--- config.mk ---
export PLATFORM = sky130hd
export DESIGN_NAME = rxfws_top
export DESIGN_NICKNAME = d
export VERILOG_FILES = /design/src/rtl/rxfws_pkg.sv /design/src/rtl/rxfws_bus_if.sv /design/src/rtl/rxfws_top.sv /design/src/rtl/rxfws_flag_bank.sv
export SDC_FILE = /design/constraint.sdc
export NUM_CORES = 1
export LEC_CHECK = 0
export ABC_AREA = 1
export BUFFER_PORTS_ARGS = -buffer_cell sky130_fd_sc_hd__buf_2
export CORE_MARGIN = 1.5
export CORE_UTILIZATION = 40
export CTS_CLUSTER_DIAMETER = 150
export DETAILED_ROUTE_END_ITERATION = 10
export GPL_TIMING_DRIVEN = 0
export REMOVE_ABC_BUFFERS = 1
export SYNTH_ARGS = -nofsm -noshare
export SYNTH_HDL_FRONTEND = slang
export SYNTH_HIERARCHICAL = 1
export SYNTH_SLANG_ARGS = --single-unit
--- constraint.sdc ---
create_clock -name clk -period 0.9 [get_ports clk]
set_input_delay 0.045 -clock clk [delete_from_list [all_inputs] [get_ports clk]]
set_output_delay 0.045 -clock clk [all_outputs]
set_load 0.01 [all_outputs]
--- src/rtl/rxfws_pkg.sv ---
// Package: register map, field positions and reset values of the receive filter status block
package rxfws_pkg;

    localparam int RXFWS_ADDR_W = 9;
    localparam int RXFWS_DATA_W = 16;

    // ************************************************************
    // Register offsets
    // ************************************************************
    localparam logic [8:0] RXFWS_OFS_FLAGS = 9'h135;
    localparam logic [8:0] RXFWS_OFS_CFG = 9'h134;
    localparam logic [8:0] RXFWS_OFS_MASK = 9'h136;

    // ************************************************************
    // Status bit positions
    // ************************************************************
    localparam int RXFWS_BIT_MAGIC = 0;
    localparam int RXFWS_BIT_PATTERN = 1;
    localparam int RXFWS_BIT_BCAST = 2;
    localparam int RXFWS_BIT_UCAST = 4;
    localparam int RXFWS_BIT_CRC = 6;
    localparam int RXFWS_BIT_SFD = 7;
    localparam int RXFWS_BIT_FEAT = 7;
    localparam int RXFWS_NUM_EV = 8;

    // Implemented flag bits; 5 and 3 reserved, upper byte zero
    localparam logic [7:0] RXFWS_FLAG_IMPL = 8'hD7;
    // Events gated by the wake enables in the configuration word
    localparam logic [7:0] RXFWS_WAKE_GATED = 8'h17;

    // ************************************************************
    // Reset values
    // ************************************************************
    localparam logic [15:0] RXFWS_RST_FLAGS = 16'h0000;
    localparam logic [15:0] RXFWS_RST_CFG = 16'h0000;
    localparam logic [7:0] RXFWS_RST_MASK = 8'hFF;
    localparam logic [15:0] RXFWS_ZERO = 16'h0000;

endpackage

--- src/rtl/rxfws_bus_if.sv ---
// Interface: internal register strobe group shared by the top and the flag bank
`timescale 1ns/1ps
`default_nettype none
interface rxfws_bus_if;
    logic rd_flags;
    logic [7:0] ev;
    logic [7:0] flags;

    modport ctrl
    (
        output rd_flags,
        output ev,
        input flags
    );
    modport bank
    (
        input rd_flags,
        input ev,
        output flags
    );
endinterface
`default_nettype wire

--- src/rtl/rxfws_top.sv ---
// Top: receive filter event flags with register port and interrupt
//
// Contract
// RQ1 - SFD error sets bit 7, read clears
// RQ2 - CRC failure latches bit 6 until read
// RQ3 - Unicast frame latches bit 4, read clears
// RQ4 - Broadcast frame latches bit 2, read clears
// RQ5 - Pattern match latches bit 1, read clears
// RQ6 - Magic packet latches bit 0, read clears
// RQ7 - Status word at 135h, zero after reset
// RQ8 - Bits 15-8, 5, 3 read zero
// RQ9 - Software enables feature bit before use
// RQ10 - Wake events interrupt only when enabled
// RQ11 - Event coinciding with read clear not lost
`timescale 1ns/1ps
`default_nettype none
module rxfws_top
    import rxfws_pkg::*;
(
    input wire logic clk,
    input wire logic rst_n,
    input wire logic [RXFWS_ADDR_W-1:0] reg_addr,
    input wire logic [RXFWS_DATA_W-1:0] reg_wdata,
    input wire logic reg_wr,
    input wire logic reg_rd,
    output logic [RXFWS_DATA_W-1:0] reg_rdata,
    input wire logic ev_delimiter_error,
    input wire logic ev_bad_crc,
    input wire logic ev_single_dest,
    input wire logic ev_all_dest,
    input wire logic ev_match,
    input wire logic ev_wake_magic,
    output logic irq
);

    rxfws_bus_if bus ();

    // ************************************************************
    // Address decode
    // ************************************************************
    wire hit_flags = reg_addr == RXFWS_OFS_FLAGS;
    wire hit_cfg = reg_addr == RXFWS_OFS_CFG;
    wire hit_mask = reg_addr == RXFWS_OFS_MASK;
    wire wr_cfg = reg_wr & hit_cfg;
    wire wr_mask = reg_wr & hit_mask;

    // A read of the status word clears it; writes to it are ignored
    assign bus.rd_flags = reg_rd & hit_flags; // see RQ8

    // ************************************************************
    // Configuration and mask registers
    // ************************************************************
    logic [15:0] cfg_r;
    logic [7:0] mask_r;
    always_ff @(posedge clk)
    begin
        if (!rst_n)
        begin
            cfg_r <= RXFWS_RST_CFG;
            mask_r <= RXFWS_RST_MASK;
        end
        else
        begin
            if (wr_cfg)
                cfg_r <= reg_wdata;
            if (wr_mask)
                mask_r <= reg_wdata[7:0];
        end
    end

    // ************************************************************
    // Event gathering
    // ************************************************************
    // Features stay quiet until software sets the enable, so stale
    // filter output cannot raise flags before configuration.
    wire feat_en = cfg_r[RXFWS_BIT_FEAT]; // see RQ9
    logic [7:0] ev_raw;
    always_comb
    begin
        ev_raw = 8'h00;
        ev_raw[RXFWS_BIT_SFD] = ev_delimiter_error; // see RQ1
        ev_raw[RXFWS_BIT_CRC] = ev_bad_crc; // see RQ2
        ev_raw[RXFWS_BIT_UCAST] = ev_single_dest; // see RQ3
        ev_raw[RXFWS_BIT_BCAST] = ev_all_dest; // see RQ4
        ev_raw[RXFWS_BIT_PATTERN] = ev_match; // see RQ5
        ev_raw[RXFWS_BIT_MAGIC] = ev_wake_magic; // see RQ6
    end
    assign bus.ev = ev_raw & {8{feat_en}};

    rxfws_flag_bank u_bank
    (
        .clk(clk),
        .rst_n(rst_n),
        .bus(bus)
    );

    // ************************************************************
    // Read data, one cycle after the strobe
    // ************************************************************
    wire [15:0] rd_mux = hit_flags ? {8'h00, bus.flags} : // see RQ7
                         hit_cfg ? cfg_r :
                         hit_mask ? {8'h00, mask_r} : RXFWS_ZERO;
    logic [15:0] rdata_r;
    always_ff @(posedge clk)
    begin
        if (!rst_n)
            rdata_r <= RXFWS_ZERO;
        else
            rdata_r <= reg_rd ? rd_mux : RXFWS_ZERO;
    end
    assign reg_rdata = rdata_r;

    // ************************************************************
    // Interrupt: wake-type bits need their enable, others pass
    // ************************************************************
    wire [7:0] irq_gate = ~RXFWS_WAKE_GATED | cfg_r[7:0]; // see RQ10
    assign irq = |(bus.flags & mask_r & irq_gate);
endmodule
`default_nettype wire

--- src/rtl/rxfws_flag_bank.sv ---
// Flag bank: sticky clear-on-read event flags, one per event bit
`timescale 1ns/1ps
`default_nettype none
module rxfws_flag_bank
    import rxfws_pkg::*;
(
    input wire logic clk,
    input wire logic rst_n,
    rxfws_bus_if.bank bus
);

    // ************************************************************
    // One sticky flag per bit; reserved bits are never built
    // ************************************************************
    genvar gi;
    generate
        for (gi = 0; gi < RXFWS_NUM_EV; gi++)
        begin : g_flag
            if (RXFWS_FLAG_IMPL[gi])
            begin : g_impl
                logic flag_r;
                logic flag_nxt;
                // Set beats the read clear so a coincident event survives
                assign flag_nxt = bus.ev[gi] | (flag_r & ~bus.rd_flags); // see RQ11
                always_ff @(posedge clk)
                begin
                    if (!rst_n)
                        flag_r <= RXFWS_RST_FLAGS[gi];
                    else
                        flag_r <= flag_nxt;
                end
                assign bus.flags[gi] = flag_r;

            end
            else
            begin : g_rsvd
                assign bus.flags[gi] = 1'b0; // see RQ8
            end
        end
    endgenerate
endmodule
`default_nettype wire

======== Word level (Yosys, flattened, before mapping) ========
Cells that the tools add are included.
operators by class
  eq/ne operators ......................... 3
  muxes and demuxes ....................... 3
  bitwise gates (word level) .............. 21
  reduce and logical (&&, ||, !) cells .... 3
operators by type and width
  operator            count
  $eq 9x9->1 const B  3
  $and 8x8->8         3
  $mux 16             1
  $mux 8              2
  $and 1x1->1         9
  $reduce_or 8->1     1
  $or 1x1->1          6
  $not 1->1           3
  $reduce_or 3->1     1
  $reduce_and 2->1    1
word-level totals
  bits in registers ....................... 46
  bits of input ports ..................... 35
  output and inout bits ................... 17

======== Logic depth before layout (Yosys ltp) ========
Gate-level depths: netlist (run 1).
  word-level depth ........................ 5
  mapped depth ............................ 9
  gate-level depth less buffers ........... 8

======== Hierarchy ========
Netlist (run 1), hierarchy kept.
by module, submodules not included
  module           times used  cells each  area each (um2)
  rxfws_top        1           297         2058.2
  rxfws_flag_bank  1           35          266.5

======== Worst setup path before layout (run 1) ========
No wires, ideal clock.
  path type ............................... input-to-reg
  from .................................... input reg_addr[5]
  to ...................................... register u_bank.g_flag[0].g_impl.flag_r
  setup time .............................. 0.120 ns
  arrival time ............................ 0.877 ns
  required time ........................... 0.780 ns
  setup slack ............................. -0.096 ns
  stages .................................. 9
  buffers on the path ..................... 1
  cell sequence ........................... nand2_1 inv_4 nand2_4 nor2_8 clkbuf_8 and3_1 inv_2 nand2_1 a21oi_1
between the ends
  cells in the longest elaborated chain, start to end .. 5
ends and longest elaborated chain
  what                  line                   RTL
  from (decl)           rxfws_top.sv:22        input wire logic [RXFWS_ADDR_W-1:0] reg_addr,
  $eq 9x9->1            rxfws_top.sv:41        wire hit_flags = reg_addr == RXFWS_OFS_FLAGS;
  $and 1x1->1           rxfws_top.sv:48        assign bus.rd_flags = reg_rd & hit_flags;
  via bus.rd_flags      rxfws_bus_if.sv:5      logic rd_flags;
  $not 1->1             rxfws_flag_bank.sv:24  assign flag_nxt = bus.ev[gi] | (flag_r & ~bus.rd_flags);
  $and 1x1->1           rxfws_flag_bank.sv:24
  $or 1x1->1            rxfws_flag_bank.sv:24
  to (signal assigned)  rxfws_flag_bank.sv:28  flag_r <= RXFWS_RST_FLAGS[gi];
  to (signal assigned)  rxfws_flag_bank.sv:30  flag_r <= flag_nxt;
  to (decl)             rxfws_flag_bank.sv:21  logic flag_r;
The timed path passes the listed nets, and every way through them passes these cells.
A chain may end at the register's enable or synchronous reset.

======== Final worst setup path (run 1) ========
  from .................................... register u_bank.g_flag[7].g_impl.flag_r
  to ...................................... output irq
between the ends
  cells in the longest elaborated chain, start to end .. 3
ends and longest elaborated chain
  what                      line                   RTL
  from (decl)               rxfws_flag_bank.sv:21
  from (signal assigned)    rxfws_flag_bank.sv:28
  from (signal assigned)    rxfws_flag_bank.sv:30
  $and 8x8->8 (2 in a row)  rxfws_top.sv:117       assign irq = |(bus.flags & mask_r & irq_gate);
  $reduce_or 8->1           rxfws_top.sv:117
  to (decl)                 rxfws_top.sv:33        output logic irq
No other way between the ends.

==> results by group, run 1 <==
Pwr
  – Leak Pwr: 1.355 nW
  – Worst vdd ir: roughly 0.67 mV
  – Power Dens Cells: between 1000 and 1500 mW/mm^2

STA
  – Final Skew: about 6.2 ps
  – Final-report max-slew violation count: 0
  – Slew @ Worst Pin: ~600 ps
  – Hold_ws: around 12 ps
  – Max_slew headroom: 0.6043
  – Hold Vio Cnt, Final: 0
  – Final setup margin: -401.8 ps
  – Setup TNS: -401.8 ps
  – Final period util: 1.446
  – Post-layout min period: around 1300 ps
  – Final Setup Violations: 1
  – Fmax: 768.2 MHz
  – RSZ-0062 raised after global routing: yes

Finish
  – Share of post-route cells with drive strength above 1: 0.2791
  – ANT cells: 0
  – Final nets: 421
  – Area grow syn2layout: 23.88%

Status
  – Failing checks: negative setup slack
  – Status: finished, violations left

Routing
  – Via count: approximately 2200
  – WL/cell: around 13 um
  – Routed Wire Length: between 5000 and 6000 um
  – DR vias/cell: around 4.8
  – DR iter-0 viols: 247
  – Antenna Nets Post-Route: 0
  – Drt first pass iters: 4
  – DR DRC count: 0

Global routing
  – Largest net degree at the start of global routing: 28
  – Vias in the first global route: 2042
  – Antenna violations before repair: 0
  – Global-route wire length before repair: 9287 um
  – Tot GR Track Use: 0.1912
  – Overflow after GRT: 0

Clock tree
  – CTS Buf Count: 5
  – TritonCTS clock tree: yes
  – CTS Buffer Depth: 2
  – Clk sinks: 46
  – H-tree depth: 2
  – # hold bufs at CTS: 0
  – Reg clk slew, reported paths: approximately 90 ps
  – Worst-Skew Late Latency: 300 ps
  – Root Buffer: clkbuf_8

Worst setup path
  – Startpoint types: flip-flop
  – Crit-path most repeated cell: nand2_1
  – Worst Path Max Fanout: 3
  – Crit end category: primary output
  – Crit path required time: 850 ps
  – WP data arrival: between 1000 and 1500 ps
  – Slowest stage delay, CP: roughly 330 ps
  – Critical-path cell list: nand2_1 -> nand2_1 -> a221oi_2 -> nand3_1 -> buf_2
  – Worst Path Class, Setup: flip-flop to primary output
  – Crit-path slowest cell: dfxtp_1

Place
  – GP Congestion: 0.8051
  – Port bufs: 51
  – DP HPWL: approximately 3500 um

Floorplan
  – Die ar.: approximately 0.0063 mm^2
  – Die span in x: roughly 79 um
  – # IOs: between 50 and 60
  – Starting Density: 0.4189
  – DIE HEIGHT: 79.18 um
  – Cell Rows: 27
  – Core Box Area: approximately 0.0055 mm^2

Worst hold path
  – Worst Hold Class: primary input to flip-flop

Synth
  – Mapped Area: 0.002321 mm^2
  – Mapped Cells: 331
  – Synth warn: 6
  – Mean area per synthesized cell: around 7.0 um^2

Flow run
  – Total of max-cap violations: 0
## through the flow
stage               cell area (um^2)  power [mW]  utilization  setup WS [ps]  cells
floorplan                       2132       2.199            -         -155.9    309
global placement                2477       2.356       0.4472         -579.5    432
detailed placement              2477       2.360       0.4472         -621.0    432
CTS                             2718       3.714       0.4905         -366.1    451
global route                    2875       3.870       0.5190         -509.1    459
finish                          2875       3.723       0.5190         -401.8    459
## worst paths after layout
kind / from / endpoint / slack (ps) / cells after the start
worst max-delay path: u_bank/g_flag[7].g_impl.flag_r$_SDFF_PN0_ / irq / -400 / 5
worst min-delay path: reg_wdata[3] / mask_r[3]$_SDFFE_PN1P_ / 10 / 3
worst max register to register: u_bank/g_flag[0].g_impl.flag_r$_SDFF_PN0_ / reg_rdata[0]$_SDFF_PN0_ / 100 / 4
worst min register to register: cfg_r[15]$_SDFFE_PN0P_ / reg_rdata[15]$_SDFF_PP0_ / 440 / 2
## power by group
group / switching, mW / internal [mW]
combinational: 0.226 / 0.125
clock: 0.717 / 0.618
sequential: 0.00120 / 2.03
## routing by layer
layer / vias to the layer above / routed length (um) / global-route usage
met5: - / 0 / 0
met4: 0 / 106 / 0.07368
met3: 11 / 302 / 0.02759
met2: 67 / 2852 / 0.3231
met1: 1007 / 2561 / 0.2450
li1: 1131 / - / -
## flip-flops by register name (all words and copies together), names as in the netlist
signal	cells
cfg_r	16
reg_rdata	16
mask_r	8
u_bank/g_flag.g_impl.flag_r	6
## placed cells by master, fill, tap and decap left out, types with 2 or more instances in the layout
| cell | instances |
|---|---|
| o211ai_1 | 8 |
| buf_4 | 15 |
| a21oi_1 | 12 |
| clkbuf_8 | 6 |
| nand3_4 | 5 |
| dfxtp_2 | 4 |
| nand2_1 | 64 |
| nand2_2 | 6 |
| nor2_1 | 25 |
| inv_2 | 2 |
| buf_12 | 2 |
| nand4_1 | 32 |
| nand3_1 | 20 |
| clkinv_1 | 2 |
| dfxtp_1 | 42 |
| inv_4 | 2 |
| a21oi_2 | 2 |
| nor2_4 | 4 |
| conb_1 | 2 |
| buf_2 | 49 |
| buf_6 | 2 |
| clkinvlp_4 | 2 |
| inv_1 | 70 |
## critical path: cells and delay by family, from the launching register on
kind                   cells  cell delay (ps)
AND/OR/NAND/NOR            3              250
buffers and inverters      1              150
AO/OA/AOI/OAI              1              220
flip-flops                 1              330
## final cells by class
| class | instances | area, um^2 |
|---|---|---|
| tap | 72 | 90.09 |
| fill | 592 | 2665 |
| inverter | 79 | 315.3 |
| sequential | 46 | 925.9 |
| clock inverter | 2 | 12.51 |
| multi-input combinational | 186 | 1028 |
| clock buffer | 6 | 82.58 |
| timing repair buffer | 68 | 420.4 |
## repair_timing
item / in CTS / in global routing
pin swaps: 3 / 6
cloned: 2 / 0
setup buffers: 9 / 8
setup endpoints to repair: 47 / 41
resized for setup: 13 / 24
hold endpoints to repair: 0 / 0
Power figures use the tool's default switching activity.
==> inputs of run 2 (changes only) <==
==> constraint.sdc (replaced) <==
create_clock -name clk -period 1.3 [get_ports clk]
set_input_delay 0.065 -clock clk [delete_from_list [all_inputs] [get_ports clk]]
set_output_delay 0.065 -clock clk [all_outputs]
set_load 0.01 [all_outputs]
==> run 2 against run 1 <==
Via count decreased by 4.4%. First-iteration DRC count decreased by 10%. Clock power decreased by 31%. Worst hold slack improved by 21 ps. Non-clock buffer count decreased by 17. Power decreased by 32%. The run still ends with negative setup slack left. Critical endpoint unchanged. Final cell count decreased by 3.9%.
==> results by group, run 2 (synthesis gave the netlist of run 1 again) <==
Status
  – Status: finished, violations left
  – Failing checks: negative setup slack

Finish
  – Fillers: 620 (+4.7%)
  – Final nets: 403 (-4.3%)
  – Layout Utilization: 0.4688 (-0.05014)
  – ANT cells: 0 (unchanged)
  – Most common cell after layout, fill and taps aside: inv_1
  – Area grow syn2layout: 11.91%
  – Share of post-route cells with drive strength above 1: 0.2033 (-0.07582)
  – Commonest non-fill, non-tap cells in the layout: inv_1, nand2_1, buf_2

Worst setup path
  – Crit path to: irq
  – Startpoint types: flip-flop
  – Critical Path Source: u_bank/g_flag[6].g_impl.flag_r$_SDFF_PN0_
  – Worst flop-to-flop path startpoint: cfg_r[7]$_SDFFE_PN0P_
  – Worst Path Class, Setup: flip-flop to primary output
  – Crit path required time: 1240 ps (+390 ps)
  – Crit end category: primary output
  – WP data arrival: 1270 ps (about the same)
  – R2R Setup Slk: 420 ps (+320 ps)
  – Worst Path Max Fanout: 3 (unchanged)
  – Worst reg2reg path depth: 2 (-2)
  – R2R Path End: reg_rdata[7]$_SDFF_PN0_

Floorplan
  – Cell Rows: 27 (unchanged)
  – Die ar.: 0.006269 mm^2 (unchanged)
  – Starting Density: 0.4189 (unchanged)
  – Core Box Area: 0.005540 mm^2 (unchanged)
  – Die span in x: 79.18 um (unchanged)
  – DIE HEIGHT: 79.18 um (unchanged)
  – # IOs: 52 (unchanged)

Clock tree
  – H-tree depth: 2 (unchanged)
  – Clk sinks: 46 (unchanged)
  – # hold bufs at CTS: 0 (unchanged)
  – Root Buffer: clkbuf_8
  – CTS Buf Count: 5 (unchanged)
  – Worst-Skew Late Latency: 300 ps (about the same)
  – CTS Buffer Depth: 2 (unchanged)
  – TritonCTS clock tree: yes
  – Post-CTS Setup Bufs: 0 (-9)
  – Reg clk slew, reported paths: 90 ps (about the same)

Place
  – DP HPWL: 3481 um (unchanged)
  – Port bufs: 51 (unchanged)
  – GP Congestion: 0.8051 (unchanged)

Pwr
  – Worst vdd ir: 0.4629 mV (-31%)
  – Power Dens Cells: 972.8 mW/mm^2 (-25%)
  – Leak Pwr: 1.265 nW (-6.7%)

STA
  – Slew @ Worst Pin: 600.3 ps (+6.759 ps)
  – Final-report max-slew violation count: 0 (unchanged)
  – Fmax: 750.5 MHz
  – Final setup margin: -32.43 ps (+369.3 ps)
  – Setup TNS: -32.43 ps (+369.3 ps)
  – Final period util: 1.025
  – Max_slew headroom: 0.5983 (-0.005985)
  – Hold Vio Cnt, Final: 0 (unchanged)
  – Post-layout min period: between 1000 and 1500 ps
  – Final Setup Violations: 1 (unchanged)
  – Final Skew: 5.984 ps (-0.2487 ps)
  – RSZ-0062 raised after global routing: yes

Routing
  – DR DRC count: 0 (unchanged)
  – DR vias/cell: 4.805 (-0.47%)
  – Drt first pass iters: 4 (unchanged)
  – Antenna Nets Post-Route: 0 (unchanged)
  – Via count: 2119 (-4.4%)
  – Routed Wire Length: 5433 um (-6.7%)
  – WL/cell: 12.32 um (-2.9%)
  – DR iter-0 viols: 222 (-10%)

Global routing
  – Vias in the first global route: 1944 (-4.8%)
  – Global-route wire length before repair: 8797 um (-5.3%)
  – Largest net degree at the start of global routing: 36 (+29%)
  – Overflow after GRT: 0 (unchanged)
  – Tot GR Track Use: 0.1788 (-0.01234)
  – Antenna violations before repair: 0 (unchanged)

Flow run
  – Total of max-cap violations: 0 (unchanged)

Worst hold path
  – Worst Hold Class: primary input to flip-flop
run 2: cell types whose count changed in the layout (fill, tap and decap cells not counted), moves of 3 or more:
cell     delta
nor2_4      -3
buf_4      -15
nand3_2     +3
nand2_1     +6
nand2_2     -6
nand3_4     -4
run 2: worst max-delay path, stage by stage (launching register included):
cell,delay [ps]
dfxtp_1,340
nand2_1,70
nand2_1,70
a221oi_2,210
nand3_1,120
buf_2,160
run 2: repair_timing:
| item | in CTS | in global routing |
|---|---|---|
| endpoints found under the setup margin | 1 | 25 |
| gates cloned | 0 | 1 |
| resized for setup | 1 | 3 |
| hold endpoints to repair | 0 | 0 |
| pin swaps | 1 | 2 |
run 2: layout make-up:
class / count / area, um^2 / area share
well taps: 72 / 90.09 / 0.03468
flip-flops and latches: 46 / 923.4 / 0.3555
multi-input cells: 185 / 934.6 / 0.3598
inverters: 79 / 299.0 / 0.1151
clock buffers: 6 / 82.58 / 0.03179
clock inverters: 2 / 12.51 / 0.004817
repair buffers: 51 / 255.2 / 0.09827
run 2: layer usage:
metal	track usage	wire [um]	vias up	part of all wire
met5	0	0	-	0
met4	0.06667	77	0	0.014
met3	0.02874	303	7	0.056
met2	0.3000	2584	61	0.48
met1	0.2302	2468	960	0.45
li1	-	-	1091	-
run 2: worst min-delay path by stage:
stage                     depth (start not counted)    startpoint                      to  slack (ps)
final                                             3  reg_wdata[3]  mask_r[3]$_SDFFE_PN1P_          30
after global routing                              3  reg_wdata[3]  mask_r[3]$_SDFFE_PN1P_          30
after CTS                                         3  reg_wdata[3]  mask_r[3]$_SDFFE_PN1P_          30
after detailed placement                          3  reg_wdata[3]  mask_r[3]$_SDFFE_PN1P_         350
after global placement                            3  reg_wdata[1]  mask_r[1]$_SDFFE_PN1P_         350
after floorplan                                   1         rst_n  mask_r[0]$_SDFFE_PN1P_         150
run 2: stage by stage:
step | cell area, um^2 | std cells | power, mW | setup WS, ps | hold slack, ps
final | 2597 | 441 | 2.527 | -32.43 | 32.66
after detailed placement | 2477 | 432 | 1.634 | -241.0 | 348.1
after CTS | 2579 | 440 | 2.553 | 3.914 | 29.32
after global routing | 2597 | 441 | 2.634 | -130.9 | 33.77
after floorplan | 2132 | 309 | 1.522 | 224.1 | 149.6
after global placement | 2477 | 432 | 1.631 | -199.5 | 345.6
run 2: report_power, final:
part | internal, mW | switching [mW] | total (mW) | leakage (nW)
Clock | 0.428 | 0.492 | 0.920 | 0.0472
Sequential | 1.41 | 0.000831 | 1.41 | 0.371
Combinational | 0.0628 | 0.135 | 0.197 | 0.847
Total | 1.90 | 0.627 | 2.53 | 1.27
